==> src/include/alc_map.svh <==
`ifndef ALC_MAP_SVH
`define ALC_MAP_SVH

// Register indices; byte address is four times the index
`define IDX_HOLD_CFG    8'h21
`define IDX_GATE_CFG    8'h23
`define IDX_CTRL        8'h30
`define IDX_STATUS      8'h31

// Field positions
`define HOLD_LSB        4
`define HOLD_MSB        7
`define GATE_THR_MSB    2
`define GATE_EN_BIT     3

// Reset values
`define HOLD_RST        4'h0
`define GATE_RST        4'h0
`define CEIL_RST        3'h7
`define FLOOR_RST       3'h0
`define MANUAL_RST      6'h10

// Timing, in audio sample periods (48 kHz assumed)
`define HOLD_BASE_US    2670
`define SAMPLE_NS       20833
// Nearest, not up: a spare base sample doubles with every code
`define HOLD_BASE_SMP   ((`HOLD_BASE_US * 1000 + `SAMPLE_NS / 2) / `SAMPLE_NS)
`define HOLD_MAX_CODE   4'hA
`define DECAY_SHIFT     2

// Level figures
`define PEAK_LIMIT      16'h7000
`define GATE_TOP_QDB    (-156)
`define GATE_STEP_QDB   24
`define GAIN_BASE_QDB   (-48)
`define GAIN_STEP_QDB   3
`endif

==> src/include/alc_pkg.sv <==
package alc_pkg;
  typedef enum logic [4:0] {
    ST_OFF    = 5'h01,
    ST_ATTACK = 5'h02,
    ST_HOLD   = 5'h04,
    ST_DECAY  = 5'h08,
    ST_GATED  = 5'h10
  } alc_state_t;

  typedef struct packed {
    logic [5:0] manual_gain;
    logic [2:0] floor_code;
    logic [2:0] ceil_code;
    logic [3:0] decay_code;
    logic [3:0] attack_code;
    logic       mode_limiter;
    logic       enable;
  } ctrl_t;

  typedef struct packed {
    logic [3:0] hold_code;
  } hold_cfg_t;

  typedef struct packed {
    logic       gate_on;
    logic [2:0] thr_code;
  } gate_cfg_t;
endpackage

==> src/design/sample_timer.sv <==
`timescale 1ns/10ps
module sample_timer (
  input  wire logic        mclk_i,
  input  wire logic        srst_i,
  input  wire logic        tick_i,
  input  wire logic        restart_i,
  input  wire logic [16:0] len_i,
  output logic             done_o
);
  logic [16:0] count_q;

  // Saturates at the length so a long stall cannot wrap
  always_ff @(posedge mclk_i) begin
    if (srst_i || restart_i) begin
      count_q <= 17'h00000;
    end else if (tick_i && !done_o) begin
      count_q <= count_q + 17'h00001;
    end
  end

  assign done_o = (count_q >= len_i);
endmodule // sample_timer

==> src/design/alc_hold_gate.sv <==
`timescale 1ns/10ps
`include "alc_map.svh"
module alc_hold_gate (
  input  wire logic               mclk_i,
  input  wire logic               srst_i,
  input  wire logic [9:0]         avs_address_i,
  input  wire logic               avs_read_i,
  input  wire logic               avs_write_i,
  input  wire logic [31:0]        avs_writedata_i,
  output logic [31:0]             avs_readdata_o,
  output logic                    avs_waitrequest_o,
  input  wire logic               sample_tick_i,
  input  wire logic [15:0]        adc_peak_i,
  input  wire logic               above_target_i,
  input  wire logic signed [11:0] level_qdb_i,
  input  wire logic [5:0]         boost_db_i,
  output logic [5:0]              pga_gain_o,
  output logic                    peak_active_o,
  output logic                    gate_active_o
);
  alc_pkg::ctrl_t      ctrl_q;
  alc_pkg::hold_cfg_t  hold_q;
  alc_pkg::gate_cfg_t  gate_q;
  alc_pkg::alc_state_t state_q;
  alc_pkg::alc_state_t state_d;
  logic                ack_q;
  logic [31:0]         rdata_q;
  logic [5:0]          gain_q;
  logic                peak_q;
  logic                gated_q;
  logic [7:0]          idx;
  logic                wr_go;
  logic                peak;
  logic                gated;
  logic                hold_done;
  logic                ramp_done;
  logic                ramp_restart;
  logic                atk_step;
  logic                dcy_step;
  logic [5:0]          floor_idx;
  logic [5:0]          ceil_idx;
  logic signed [12:0]  gate_ref;
  logic [16:0]         hold_len;
  logic [16:0]         ramp_len;

  // Hold length in samples, saturating above the top code
  function automatic logic [16:0] hold_samples(input logic [3:0] code);
    logic [3:0] c;
    c = (code > `HOLD_MAX_CODE) ? `HOLD_MAX_CODE : code;
    if (c == 4'h0) begin
      hold_samples = 17'h00000;
    end else begin
      hold_samples = 17'(`HOLD_BASE_SMP) << (c - 4'h1);
    end
  endfunction

  // Ramp step spacing in samples; shared by attack and decay
  function automatic logic [16:0] rate_samples(input logic [3:0] code);
    logic [3:0] c;
    c = (code > `HOLD_MAX_CODE) ? `HOLD_MAX_CODE : code;
    rate_samples = 17'h00001 << c;
  endfunction

  // Bus slave: one wait cycle, then the answer
  assign idx = avs_address_i[9:2];
  assign avs_waitrequest_o = (avs_read_i || avs_write_i) && !ack_q;
  assign wr_go = avs_write_i && ack_q;

  always_ff @(posedge mclk_i) begin
    if (srst_i) begin
      ack_q <= 1'b0;
    end else begin
      ack_q <= (avs_read_i || avs_write_i) && !ack_q;
    end
  end

  always_ff @(posedge mclk_i) begin
    if (srst_i) begin
      rdata_q <= 32'h00000000;
    end else if (avs_read_i && !ack_q) begin
      unique case (idx)
        `IDX_HOLD_CFG: rdata_q <= {24'h000000, hold_q.hold_code, 4'h0};
        `IDX_GATE_CFG: rdata_q <= {28'h0000000, gate_q};
        `IDX_CTRL:     rdata_q <= {10'h000, ctrl_q};
        `IDX_STATUS:   rdata_q <= {18'h00000, state_q, gated_q, peak_q,
                                   1'b0, gain_q};
        default:       rdata_q <= 32'h00000000;
      endcase
    end
  end
  assign avs_readdata_o = rdata_q;

  always_ff @(posedge mclk_i) begin
    if (srst_i) begin
      hold_q.hold_code <= `HOLD_RST;
    end else if (wr_go && idx == `IDX_HOLD_CFG) begin
      hold_q.hold_code <= avs_writedata_i[`HOLD_MSB:`HOLD_LSB];
    end
  end

  always_ff @(posedge mclk_i) begin
    if (srst_i) begin
      gate_q <= `GATE_RST;
    end else if (wr_go && idx == `IDX_GATE_CFG) begin
      gate_q <= avs_writedata_i[`GATE_EN_BIT:0];
    end
  end

  always_ff @(posedge mclk_i) begin
    if (srst_i) begin
      ctrl_q             <= '0;
      ctrl_q.ceil_code   <= `CEIL_RST;
      ctrl_q.floor_code  <= `FLOOR_RST;
      ctrl_q.manual_gain <= `MANUAL_RST;
    end else if (wr_go && idx == `IDX_CTRL) begin
      ctrl_q <= avs_writedata_i[21:0];
    end
  end

  // Level detection
  assign peak = ctrl_q.enable && (adc_peak_i > `PEAK_LIMIT);
  // Gate reference in quarter dB: threshold + PGA gain + mic boost
  assign gate_ref = 13'(`GATE_TOP_QDB)
                  - 13'(`GATE_STEP_QDB) * $signed({10'h000, gate_q.thr_code})
                  + 13'(`GAIN_BASE_QDB)
                  + 13'(`GAIN_STEP_QDB) * $signed({7'h00, gain_q})
                  + $signed({5'h00, boost_db_i, 2'b00});
  assign gated = gate_q.gate_on && !ctrl_q.mode_limiter
              && (13'(level_qdb_i) < gate_ref);

  // Gain limits as 0.75 dB indices
  assign floor_idx = {ctrl_q.floor_code, 3'b000};
  assign ceil_idx  = {ctrl_q.ceil_code, 3'b111};

  assign hold_len = hold_samples(hold_q.hold_code);
  assign ramp_len = (state_q == alc_pkg::ST_ATTACK)
                  ? rate_samples(ctrl_q.attack_code)
                  : rate_samples(ctrl_q.decay_code) << `DECAY_SHIFT;

  sample_timer u_hold_timer (
    .mclk_i    (mclk_i),
    .srst_i    (srst_i),
    .tick_i    (sample_tick_i),
    .restart_i (state_q != alc_pkg::ST_HOLD),
    .len_i     (hold_len),
    .done_o    (hold_done)
  );

  sample_timer u_ramp_timer (
    .mclk_i    (mclk_i),
    .srst_i    (srst_i),
    .tick_i    (sample_tick_i),
    .restart_i (ramp_restart),
    .len_i     (ramp_len),
    .done_o    (ramp_done)
  );

  // Disable first, then peak or target, then mode-specific behaviour
  always_comb begin
    state_d = state_q;
    if (!ctrl_q.enable) begin
      state_d = alc_pkg::ST_OFF;
    end else if (peak || above_target_i) begin
      state_d = alc_pkg::ST_ATTACK;
    end else if (ctrl_q.mode_limiter) begin
      state_d = alc_pkg::ST_DECAY;
    end else if (gated) begin
      state_d = alc_pkg::ST_GATED;
    end else begin
      unique case (state_q)
        alc_pkg::ST_HOLD:  if (hold_done) begin
          state_d = alc_pkg::ST_DECAY;
        end
        alc_pkg::ST_DECAY: state_d = alc_pkg::ST_DECAY;
        default:           state_d = alc_pkg::ST_HOLD;
      endcase
    end
  end

  // Decisions taken once per sample; disable acts at once
  always_ff @(posedge mclk_i) begin
    if (srst_i) begin
      state_q <= alc_pkg::ST_OFF;
    end else if (!ctrl_q.enable || sample_tick_i) begin
      state_q <= state_d;
    end
  end

  assign atk_step = sample_tick_i && state_q == alc_pkg::ST_ATTACK
                 && ramp_done;
  assign dcy_step = sample_tick_i && state_q == alc_pkg::ST_DECAY
                 && ramp_done;
  assign ramp_restart = !ctrl_q.enable || atk_step || dcy_step
                     || (sample_tick_i && state_d != state_q);

  // Gain: limits first, then peak step every sample (fastest code)
  always_ff @(posedge mclk_i) begin
    if (srst_i) begin
      gain_q <= `MANUAL_RST;
    end else if (!ctrl_q.enable) begin
      gain_q <= ctrl_q.manual_gain;
    end else if (gain_q > ceil_idx) begin
      gain_q <= ceil_idx;
    end else if (gain_q < floor_idx) begin
      gain_q <= floor_idx;
    end else if (sample_tick_i && (peak || atk_step)) begin
      if (gain_q > floor_idx) begin
        gain_q <= gain_q - 6'h01;
      end
    end else if (dcy_step && gain_q < ceil_idx) begin
      gain_q <= gain_q + 6'h01;
    end
  end

  always_ff @(posedge mclk_i) begin
    if (srst_i) begin
      peak_q  <= 1'b0;
      gated_q <= 1'b0;
    end else begin
      peak_q  <= peak;
      gated_q <= state_q == alc_pkg::ST_GATED;
    end
  end

  assign pga_gain_o    = gain_q;
  assign peak_active_o = peak_q;
  assign gate_active_o = gated_q;

  a_hold_normal_only: assert property (@(posedge mclk_i)
    disable iff (srst_i)
    state_q == alc_pkg::ST_HOLD |-> !ctrl_q.mode_limiter)
    else $error("hold entered in limiter mode");

  a_hold_reset_val: assert property (@(posedge mclk_i)
    $fell(srst_i) |-> hold_q.hold_code == 4'h0 && gate_q == 4'h0)
    else $error("config not reset to zero");

  a_hold_len_table: assert property (@(posedge mclk_i)
    disable iff (srst_i)
    (hold_q.hold_code == 4'h1 |-> hold_len == 17'h00080)
    and (hold_q.hold_code >= 4'hA |-> hold_len == 17'h10000))
    else $error("hold length wrong");

  a_hold_then_decay: assert property (@(posedge mclk_i)
    disable iff (srst_i)
    state_q == alc_pkg::ST_HOLD && hold_done && sample_tick_i
    && ctrl_q.enable && !peak && !above_target_i && !gated
    |=> state_q == alc_pkg::ST_DECAY)
    else $error("hold expiry did not start decay");

  a_hold_abandon: assert property (@(posedge mclk_i)
    disable iff (srst_i)
    state_q == alc_pkg::ST_HOLD && sample_tick_i && above_target_i
    && ctrl_q.enable |=> state_q == alc_pkg::ST_ATTACK)
    else $error("hold not abandoned");

  a_peak_ramp_down: assert property (@(posedge mclk_i)
    disable iff (srst_i)
    sample_tick_i && peak && gain_q > floor_idx && gain_q <= ceil_idx
    ##1 ctrl_q.enable |-> gain_q == $past(gain_q) - 6'h01)
    else $error("peak did not lower gain");

  a_peak_auto_on: assert property (@(posedge mclk_i)
    disable iff (srst_i)
    (ctrl_q.enable && adc_peak_i > `PEAK_LIMIT |=> peak_active_o)
    and (!ctrl_q.enable |=> !peak_active_o))
    else $error("peak flag does not follow enable");

  a_gate_holds_gain: assert property (@(posedge mclk_i)
    disable iff (srst_i)
    state_q == alc_pkg::ST_GATED && ctrl_q.enable && !peak
    && gain_q >= floor_idx && gain_q <= ceil_idx
    |=> gain_q >= $past(gain_q)-6'h01 && gain_q <= $past(gain_q))
    else $error("gain rose while gated");

  a_gate_mode: assert property (@(posedge mclk_i)
    disable iff (srst_i)
    state_q == alc_pkg::ST_GATED |-> !ctrl_q.mode_limiter && gate_q.gate_on)
    else $error("gate active outside normal mode");

  a_gain_in_range: assert property (@(posedge mclk_i)
    disable iff (srst_i)
    ctrl_q.enable && floor_idx <= ceil_idx ##1 ctrl_q.enable
    && $stable(ctrl_q) |-> gain_q >= floor_idx && gain_q <= ceil_idx)
    else $error("gain outside limits");
endmodule // alc_hold_gate

==> config.mk <==
export PLATFORM = sky130hd
export DESIGN_NAME = alc_hold_gate
export DESIGN_NICKNAME = d
export VERILOG_FILES = /design/src/include/alc_pkg.sv /design/src/design/sample_timer.sv /design/src/design/alc_hold_gate.sv
export VERILOG_INCLUDE_DIRS = /design/src /design/src/include
export SDC_FILE = /design/constraint.sdc
export NUM_CORES = 1
export LEC_CHECK = 0
export BUFFER_PORTS_ARGS = -buffer_cell sky130_fd_sc_hd__buf_2
export CAP_MARGIN = 20
export CORE_ASPECT_RATIO = 1.75
export CORE_MARGIN = 2
export CORE_UTILIZATION = 30
export DETAILED_ROUTE_END_ITERATION = 6
export GPL_TIMING_DRIVEN = 0
export PLACE_DENSITY_LB_ADDON = 0.2
export SETUP_SLACK_MARGIN = 0.3
export SYNTH_ARGS = -nofsm -noshare
export SYNTH_HDL_FRONTEND = slang
export SYNTH_SLANG_ARGS = --single-unit
==> constraint.sdc <==
create_clock -name mclk_i -period 12.3 [get_ports mclk_i]
set_input_delay 0.615 -clock mclk_i [delete_from_list [all_inputs] [get_ports mclk_i]]
set_output_delay 0.615 -clock mclk_i [all_outputs]
set_load 0.005 [all_outputs]
==> results of run 1 <==
[how the worst min path moves through the flow]
stage                         from           to  slack (ns)
6_report       avs_writedata_i[12]  ceil_idx[5]        0.45
5_1_grt        avs_writedata_i[10]  ceil_idx[3]        0.47
4_1_cts        avs_writedata_i[12]  ceil_idx[5]        0.45
3_5_place_dp             gate_q[3]    gate_q[3]        0.47
3_3_place_gp             gate_q[3]    gate_q[3]        0.46
2_1_floorplan           ctrl_q[19]   ctrl_q[19]        0.45
[Yosys cell counts, types with 6 or more instances]
cell type / count
buf_2: 6
o21ai_0: 26
xnor2_1: 20
a21o_1: 14
nor3_1: 24
a31oi_1: 7
a21oi_1: 65
nor3b_1: 8
xor2_1: 24
a22oi_1: 19
nand4_1: 13
nand2b_1: 10
buf_4: 10
nor2_1: 91
inv_1: 58
fa_1: 10
clkbuf_1: 21
nor4_1: 9
nand3_1: 23
nand2_1: 89
ha_1: 73
dfxtp_1: 100
mux2i_1: 26
nor2b_1: 10
[area by class of cell]
type / count / area, um2 / share of cell area
Clock buffer: 9 / 225 / 0.0278
Clock inverter: 7 / 80.1 / 0.00989
Inverter: 59 / 221 / 0.0273
Sequential cell: 100 / 2000 / 0.247
Multi-Input combinational cell: 653 / 4490 / 0.554
Buffer: 41 / 214 / 0.0264
Timing Repair Buffer: 98 / 490 / 0.0606
Tap cell: 300 / 375 / 0.0463
[through the flow]
step | instances | cell area (um2)
3_3_place_gp | 1251 | 7790
6_report | 1267 | 8100
5_1_grt | 1267 | 8100
4_1_cts | 1267 | 8100
2_1_floorplan | 853 | 6930
3_5_place_dp | 1251 | 7790
[power groups by stage]
stage	combinational (uW)	sequential [uW]	clock, uW
floorplan	43.2	332	0
global route	79.2	324	319
CTS	71.1	324	308
detailed placement	70.6	332	0
global placement	69.7	332	0
finish	69.9	324	300
[cells by family (layout without fill, tap and decap cells)]
group                      Yosys count  after routing  synth area share
muxes                               26             26            0.0378
other                                2             14           0.00109
buffers and inverters              100            214            0.0633
adders and majority gates           83             83             0.162
xor gates and xnor gates            44             44            0.0560
DFF                                100            100             0.291
AOI/OAI and AO/OA                  171            171             0.163
and+or+nand+nor                    315            315             0.226
[registers in the layout (all words and copies together), names as in the netlist]
| register | flops |
|---|---|
| u_hold_timer.count_q | 17 |
| gate_q | 4 |
| u_ramp_timer.count_q | 17 |
| ceil_idx | 3 |
| peak_active_o | 1 |
| ctrl_q | 19 |
| gate_active_o | 1 |
| hold_q | 4 |
| avs_readdata_o | 22 |
| state_q | 5 |
| ack_q | 1 |
| pga_gain_o | 6 |
[metal layers]
layer	share of wire	up-vias	track usage
met3	0.025	40	0.0173
met5	0	-	0
met2	0.57	118	0.357
met1	0.37	2926	0.169
li1	-	3171	-
met4	0.038	0	0.0867
==> results.sh, run 1 <==
export IMPL_first_global_vias=6364
export IMPL_overflow=0
export IMPL_layout_common_cells="buf_2, dfxtp_1, nor2_1"
export IMPL_clock_skew_ns=0.00694
export IMPL_power_internal_uw=515
export IMPL_critical_path_depth=23
export IMPL_fin_crit_sh=0.506
export IMPL_cap_violations=0
export IMPL_pre_cts_ws_ns=6.00
export IMPL_finalSetupViolCount=0
export IMPL_grt_pass1_wl_mm=32.6
export IMPL_pwr_density_cell_nw_per_um2=85.7
export IMPL_max_freq_ghz=0.161
export IMPL_ant_nets=0
export IMPL_worstSetupPathType="flip-flop to flip-flop"
export IMPL_gp_congestion=0.813
export IMPL_power_frac_comb=0.101
export IMPL_finalWorstSetupSlack_ns=6.08
export IMPL_cts_root_buf="clkbuf_16"
export IMPL_synthDistinctLibCells=66
export IMPL_rrSetupSlack_ns=6.08
export IMPL_fp_dieH_um=204
export IMPL_synth_edf_count=0
export IMPL_num_vias=6255
export IMPL_syn_inst=841
export IMPL_cts_buffer_depth=2
export IMPL_gr_usage_all_layers=0.174
export IMPL_endpoint_kind="flip-flop"
export IMPL_fillers=2460
export IMPL_ios=123
export IMPL_startpoint="pga_gain_o[1]"
export IMPL_h_tree_depth=3
export IMPL_endpoint="u_ramp_timer.count_q[10]"
export IMPL_synth_top_area_share=0.291
export IMPL_drtIter0Drc=226
export IMPL_synth_area_leaders="dfxtp_1, ha_1, nor2_1"
export IMPL_ys_seq_area_frac=0.291
export IMPL_synth_area_um2=6880
export IMPL_outcome="complete, no violations"
export IMPL_dieArea_um2=24200
export IMPL_power_uw=694
export IMPL_worstPathRequired_ns=12.55
export IMPL_synth_seq_cells=100
export IMPL_crit_arrival_ns=6.47
export IMPL_rsz0062_at_grt="false"
export IMPL_cp_slowest_cell="dfxtp_1"
export IMPL_post_cts_resized=0
export IMPL_leakage_uw=0.00350
export IMPL_reg2reg_depth=23
export IMPL_critPathMaxFanout=10
export IMPL_cts_tree="yes"
export IMPL_slowest_delay_ns=0.58
export IMPL_final_common_cell="buf_2"
export IMPL_dp_hpwl_mm=17.3
export IMPL_die_width_um=119
export IMPL_holdPathStages=2
export IMPL_hold_worst_slack_ns=0.454
export IMPL_finalMaxSlewViolations=0
export IMPL_critical_path_top_delay_family="adder cells"
export IMPL_drive_gt1_frac=0.151
export IMPL_setup_tns_final_ns=0
export IMPL_vdd_ir_drop_max_mv=0.0497
export IMPL_final_util=0.358
export IMPL_netSwitchingFraction=0.259
export IMPL_path_cells="ha_1, inv_1, fa_1, xor2_1, fa_1, fa_1, inv_1, ha_1, a21oi_1, o21bai_1, a21oi_1, nor2b_1, o21ai_0, nand2b_1, ha_1, and4_1, nand2_1, o211ai_1, mux2i_1, a21oi_1, a221oi_4, buf_2, nor2_1"
export IMPL_grt_start_max_net_pins=19
export IMPL_cts_hold_buf=0
export IMPL_switchingPower_uw=180
export IMPL_yosysWarnings=0
export IMPL_post_cts_setup_buffers=0
export IMPL_crit_buf_inv=3
export IMPL_io_buffers=98
export IMPL_r2r_start="pga_gain_o[1]"
export IMPL_synth_area_leader_cell="dfxtp_1"
export IMPL_dr_pass1_iters=5
export IMPL_seqPwrFrac=0.467
export IMPL_diodes=0
export IMPL_crit_path_start_kind="flip-flop"
export IMPL_start_util=0.304
export IMPL_slew_headroom=0.362
export IMPL_drt_total_wl_mm=21.1
export IMPL_avgSynthCellArea_um2=8.18
export IMPL_hp_class="input pin to flip-flop"
export IMPL_r2r_end="u_ramp_timer.count_q[10]"
export IMPL_area_growth_pct=17.7
export IMPL_clock_sinks=100
export IMPL_vias_per_cell=4.94
export IMPL_cts_inserted_buffers=9
export IMPL_hold_violations=0
export IMPL_avgRoutedWirePerCell_um=16.7
export IMPL_finalCriticalPeriod_ns=6.22
export IMPL_coreArea_um2=22700
export IMPL_insertion_delay_ns=0.36
export IMPL_row_count=73
export IMPL_worstMarginPinSlew_ns=0.950
export IMPL_async_reset_ff_frac=0
export IMPL_synth_main_ff_cell="dfxtp_1"
export IMPL_num_nets_final=1127
export IMPL_grt_antenna_before_repair=0
export IMPL_power_frac_clock=0.433
export IMPL_path_clk_slew_ns=0.07
export IMPL_drcViolationCount=0
(Power assumes the default switching activity.)
==> inputs of run 2 (changes only) <==
--- a/config.mk
+++ b/config.mk
@@ -6,6 +6,7 @@
 export SDC_FILE = /design/constraint.sdc
 export NUM_CORES = 1
 export LEC_CHECK = 0
+export ABC_AREA = 1
 export BUFFER_PORTS_ARGS = -buffer_cell sky130_fd_sc_hd__buf_2
 export CAP_MARGIN = 20
 export CORE_ASPECT_RATIO = 1.75
==> constraint.sdc (replaced) <==
create_clock -name mclk_i -period 5.2 [get_ports mclk_i]
set_input_delay 0.26 -clock mclk_i [delete_from_list [all_inputs] [get_ports mclk_i]]
set_output_delay 0.26 -clock mclk_i [all_outputs]
set_load 0.005 [all_outputs]
==> run 2 against run 1 <==
Via count increased by 12%. Sequential share of layout area fell by 1.7 points. Area after synthesis up 4.1%. Die area is 4.0% higher. Largest cell class unchanged.
==> results.sh, run 2 <==
export IMPL_drcViolationCount=0
export IMPL_synthDistinctLibCells=46
export IMPL_rrSetupSlack_ns=0.39
export IMPL_dp_hpwl_mm=18.0
export IMPL_synth_common_cells="nand2_1, inv_1, nor2_1"
export IMPL_clock_skew_ns=0.0174
export IMPL_hp_class="input pin to flip-flop"
export IMPL_area_growth_pct=22.3
export IMPL_startpoint="pga_gain_o[1]"
export IMPL_min_to="ctrl_q[20]"
export IMPL_async_reset_ff_frac=0
export IMPL_row_count=74
export IMPL_fillers=2561
export IMPL_outcome="complete, no violations"
export IMPL_ios=123
export IMPL_h_tree_depth=3
export IMPL_fp_dieH_um=208
export IMPL_syn_inst=1032
export IMPL_cts_hold_buf=0
export IMPL_power_uw=1700
export IMPL_yosysWarnings=0
export IMPL_synth_area_um2=7170
export IMPL_worstMarginPinSlew_ns=0.683
export IMPL_num_nets_final=1336
export IMPL_synth_seq_cells=100
export IMPL_grt_pass1_wl_mm=34.3
export IMPL_yosysMostFrequentCell="nand2_1"
export IMPL_gr_usage_all_layers=0.176
export IMPL_ant_nets=0
export IMPL_overflow=0
export IMPL_regArea_um2=2020
export IMPL_endpoint_kind="flip-flop"
export IMPL_hold_worst_slack_ns=0.109
export IMPL_synth_area_leader_cell="dfxtp_1"
export IMPL_grt_start_max_net_pins=17
export IMPL_pwr_density_cell_nw_per_um2=193
export IMPL_finalSetupViolCount=0
export IMPL_grt_antenna_before_repair=1
export IMPL_crit_arrival_ns=5.12
export IMPL_crit_path_start_kind="flip-flop"
export IMPL_hold_violations=0
export IMPL_diodes=0
export IMPL_r2r_start="pga_gain_o[1]"
export IMPL_hp_start="avs_writedata_i[20]"
export IMPL_first_global_vias=6797
export IMPL_reg2reg_depth=30
export IMPL_synth_area_leaders="dfxtp_1, ha_1, nand2_1"
export IMPL_insertion_delay_ns=0.37
export IMPL_max_freq_ghz=0.208
export IMPL_largest_register_ffs=22
export IMPL_cts_buffer_depth=2
export IMPL_worstPathRequired_ns=5.50
export IMPL_finalCriticalPeriod_ns=4.81
export IMPL_cts_root_buf="clkbuf_16"
export IMPL_ys_seq_area_frac=0.279
export IMPL_gp_congestion=0.890
export IMPL_worstSetupPathType="flip-flop to flip-flop"
export IMPL_crit_path_frequent_cell="nand2_2"
export IMPL_vdd_ir_drop_max_mv=0.132
export IMPL_synth_main_ff_cell="dfxtp_1"
export IMPL_setup_tns_final_ns=0
export IMPL_clock_sinks=100
export IMPL_final_common_cell="nand2_1"
export IMPL_dr_pass1_iters=6
export IMPL_fin_crit_sh=0.926
export IMPL_start_util=0.306
export IMPL_leakage_uw=0.00386
export IMPL_cap_violations=0
export IMPL_critPathMaxFanout=5
export IMPL_rsz0062_at_grt="true"
export IMPL_multi_input_area_um2=4670
export IMPL_drtIter0Drc=294
export IMPL_dieArea_um2=25200
export IMPL_pre_cts_ws_ns=-0.471
export IMPL_num_vias=6985
export IMPL_cts_tree="yes"
export IMPL_drive_gt1_frac=0.187
export IMPL_cp_slowest_cell="fa_1"
export IMPL_slowest_delay_ns=0.52
export IMPL_avgRoutedWirePerCell_um=14.8
export IMPL_finalWorstSetupSlack_ns=0.387
export IMPL_slew_headroom=0.540
export IMPL_vias_per_cell=4.72
export IMPL_finalMaxSlewViolations=0
export IMPL_io_buffers=100
export IMPL_avgSynthCellArea_um2=6.94
export IMPL_drt_total_wl_mm=21.9
export IMPL_synth_edf_count=0
export IMPL_die_width_um=121
export IMPL_holdPathStages=3
export IMPL_synth_top_area_share=0.279
export IMPL_layout_common_cells="nand2_1, inv_1, nor2_1"
export IMPL_cts_inserted_buffers=9
export IMPL_coreArea_um2=23400
export IMPL_r2r_end="u_ramp_timer.count_q[16]"
export IMPL_path_clk_slew_ns=0.07
## run 2: power by group
part | internal [uW] | switching (uW) | total [uW]
Clock | 386 | 321 | 707
Sequential | 768 | 3.53 | 772
Combinational | 93.5 | 123 | 217
Total | 1250 | 448 | 1700
## run 2: area by class of cell
cell class,count,area share
Timing Repair Buffer,116,0.0735
Buffer,31,0.0200
Sequential cell,100,0.230
Clock buffer,10,0.0273
Multi-Input combinational cell,758,0.532
Clock inverter,5,0.00699
Tap cell,304,0.0434
Inverter,155,0.0664
## run 2: repair_timing
action                                  CTS  global route
resized for setup                        30            31
pin swaps                                 7            22
buffers inserted                         10             5
gates cloned                              1             0
endpoints found under the setup margin   20            17
## run 2: worst max path at each step
stage,endpoint,slack [ns],depth (start not counted)
5_1_grt,u_ramp_timer.count_q[1],0.06,32
2_1_floorplan,u_ramp_timer.count_q[13],0.33,29
4_1_cts,u_ramp_timer.count_q[7],0.30,30
3_5_place_dp,u_ramp_timer.count_q[16],-0.47,29
6_report,u_ramp_timer.count_q[16],0.39,30
3_3_place_gp,u_ramp_timer.count_q[13],-0.43,29
## run 2: logic make-up (layout without fill, tap and decap cells)
kind of cell | count (synthesis) | in the layout | share of synthesized area
AO/OA/AOI/OAI | 194 | 194 | 0.149
XOR/XNOR | 34 | 34 | 0.0416
adder cells (fa/ha/maj) | 83 | 83 | 0.155
buffers and inverters | 186 | 317 | 0.106
flip-flops | 100 | 100 | 0.279
multiplexers | 1 | 1 | 0.00140
other | 2 | 14 | 0.00105
AND/OR/NAND/NOR | 432 | 432 | 0.266
## run 2: per-layer routing
layer	vias to the layer above	routed length [um]	GRT usage
met3	52	715	0.0269
li1	3607	-	-
met1	3172	8020	0.172
met4	0	1140	0.0994
met5	-	0	0
met2	154	12000	0.342
## run 2: worst max-delay path, delay by kind of cell, from the launching register on
family / cells / cell delay, ns
AO/OA/AOI/OAI: 5 / 0.71
XOR/XNOR: 1 / 0.16
adder cells (fa/ha/maj): 6 / 1.91
buffers and inverters: 3 / 0.25
flip-flops: 1 / 0.40
AND/OR/NAND/NOR: 15 / 1.31
## run 2: through the flow
stage,std cells,cell area [um2],utilization
after floorplan,1044,7210,-
after global placement,1448,8090,0.345
after detailed placement,1448,8090,0.345
after CTS,1474,8620,0.368
after global routing,1479,8770,0.374
final,1479,8770,0.374
==> inputs of run 3 (changes only) <==
--- a/config.mk
+++ b/config.mk
@@ -10,8 +10,9 @@
 export BUFFER_PORTS_ARGS = -buffer_cell sky130_fd_sc_hd__buf_2
 export CAP_MARGIN = 20
 export CORE_ASPECT_RATIO = 1.75
-export CORE_MARGIN = 2
+export CORE_MARGIN = 4
 export CORE_UTILIZATION = 30
+export CTS_BUF_LIST = sky130_fd_sc_hd__clkbuf_16
 export DETAILED_ROUTE_END_ITERATION = 6
 export GPL_TIMING_DRIVEN = 0
 export PLACE_DENSITY_LB_ADDON = 0.2
==> run 3 against run 2 <==
Worst setup slack gained 0.0092 ns. First-iteration DRC count down 6.5%. Combinational power about the same. Die area rose by 5.3%. Clock power rose by 4.7%.
==> results.sh, run 3 (synthesis gave the netlist of run 2 again) <==
export IMPL_final_area_um2=8790
export IMPL_place_area_um2=8090
export IMPL_diodes=0
export IMPL_reg2reg_depth=30
export IMPL_dp_cells=1448
export IMPL_drive_gt1_frac=0.181
export IMPL_cts_root_buf="clkbuf_16"
export IMPL_insertion_delay_ns=0.36
export IMPL_num_vias=7010
export IMPL_r2r_start="pga_gain_o[1]"
export IMPL_clock_skew_ns=0.00905
export IMPL_min_to="ctrl_q[20]"
export IMPL_pwr_density_cell_nw_per_um2=197
export IMPL_outcome="complete, no violations"
export IMPL_drcViolationCount=0
export IMPL_multi_input_area_um2=4680
export IMPL_start_util=0.306
export IMPL_finalMaxSlewViolations=0
export IMPL_overflow=0
export IMPL_cts_hold_buf=0
export IMPL_crit_path_frequent_cell="nand2_2"
export IMPL_hold_worst_slack_ns=0.106
export IMPL_dr_pass1_iters=5
export IMPL_vdd_ir_drop_max_mv=0.132
export IMPL_grt_pass1_wl_mm=34.4
export IMPL_die_width_um=125
export IMPL_leakage_uw=0.00389
export IMPL_largest_register_ffs=22
export IMPL_hold_violations=0
export IMPL_hp_class="input pin to flip-flop"
export IMPL_avgRoutedWirePerCell_um=15.1
export IMPL_dieArea_um2=26500
export IMPL_endpoint_kind="flip-flop"
export IMPL_path_clk_slew_ns=0.07
export IMPL_fin_crit_sh=0.924
export IMPL_startpoint="pga_gain_o[1]"
export IMPL_num_nets_final=1334
export IMPL_critPathMaxFanout=5
export IMPL_max_freq_ghz=0.208
export IMPL_cts_buffer_depth=2
export IMPL_finalSetupViolCount=0
export IMPL_grt_start_max_net_pins=17
export IMPL_drtIter0Drc=275
export IMPL_row_count=74
export IMPL_regArea_um2=2020
export IMPL_grt_antenna_before_repair=2
export IMPL_slew_headroom=0.494
export IMPL_layout_common_cells="nand2_1, inv_1, nor2_1"
export IMPL_slowest_delay_ns=0.52
export IMPL_power_uw=1730
export IMPL_gp_congestion=0.930
export IMPL_drt_total_wl_mm=22.3
export IMPL_fillers=2524
export IMPL_stdcell_count=1478
export IMPL_pre_cts_ws_ns=-0.474
export IMPL_area_growth_pct=22.7
export IMPL_final_common_cell="nand2_1"
export IMPL_cts_tree="yes"
export IMPL_first_global_vias=6860
export IMPL_rrSetupSlack_ns=0.40
export IMPL_clock_sinks=100
export IMPL_rsz0062_at_grt="true"
export IMPL_vias_per_cell=4.74
export IMPL_cts_inserted_buffers=9
export IMPL_crit_path_start_kind="flip-flop"
export IMPL_ios=123
export IMPL_worstPathRequired_ns=5.50
export IMPL_worstSetupPathType="flip-flop to flip-flop"
export IMPL_gr_usage_all_layers=0.166
export IMPL_r2r_end="u_ramp_timer.count_q[16]"
export IMPL_finalWorstSetupSlack_ns=0.396
export IMPL_h_tree_depth=3
export IMPL_fp_dieH_um=212
export IMPL_crit_arrival_ns=5.11
export IMPL_cap_violations=0
export IMPL_hp_start="avs_writedata_i[20]"
export IMPL_worstMarginPinSlew_ns=0.751
export IMPL_dp_hpwl_mm=18.3
export IMPL_coreArea_um2=23400
export IMPL_cp_slowest_cell="fa_1"
export IMPL_io_buffers=100
export IMPL_ant_nets=0
export IMPL_finalCriticalPeriod_ns=4.80
export IMPL_holdPathStages=3
run 3: worst max-delay path by stage:
stage / cells after the start / to
2_1_floorplan: 29 / u_ramp_timer.count_q[13]
3_3_place_gp: 29 / u_ramp_timer.count_q[16]
3_5_place_dp: 29 / u_ramp_timer.count_q[16]
5_1_grt: 30 / u_ramp_timer.count_q[3]
4_1_cts: 30 / u_ramp_timer.count_q[0]
6_report: 30 / u_ramp_timer.count_q[16]
run 3: final cells by class:
type	count	area share
plain buffers	31	0.0199
clock buffers	9	0.0256
clock inverters	7	0.0104
inverters	155	0.0662
multi-input cells	758	0.532
flip-flops and latches	100	0.230
well taps	304	0.0433
repair buffers	114	0.0726
run 3: critical path: cells and delay by family (launching register included):
family | cells | cell delay [ns]
compound gates | 5 | 0.72
xor+xnor | 1 | 0.16
fa+ha+maj | 6 | 1.92
buf+inv | 3 | 0.24
flops | 1 | 0.40
simple gates | 15 | 1.27
run 3: timing repair:
| item | 4_1_cts | 5_1_grt |
|---|---|---|
| gates resized for setup | 35 | 24 |
| buffers inserted | 10 | 3 |
| pin swaps | 5 | 11 |
| endpoints found under the setup margin | 20 | 17 |
| gates cloned | 1 | 0 |
run 3: per-layer routing:
metal | global-route usage | vias up | share of wire
li1 | - | 3613 | -
met5 | 0 | - | 0.00063
met2 | 0.338 | 145 | 0.56
met3 | 0.0244 | 50 | 0.036
met4 | 0.0801 | 4 | 0.046
met1 | 0.159 | 3198 | 0.36
run 3: stage by stage:
step           setup TNS [ns]  utilization
6_report                    0        0.375
5_1_grt                     0        0.375
4_1_cts                     0        0.370
3_5_place_dp            -6.78        0.345
3_3_place_gp            -5.97        0.345
2_1_floorplan               0            -
run 3: power by group:
group	switching, uW	internal, uW
Combinational	125	94.1
Clock	321	420
Sequential	3.28	768
Total	449	1280
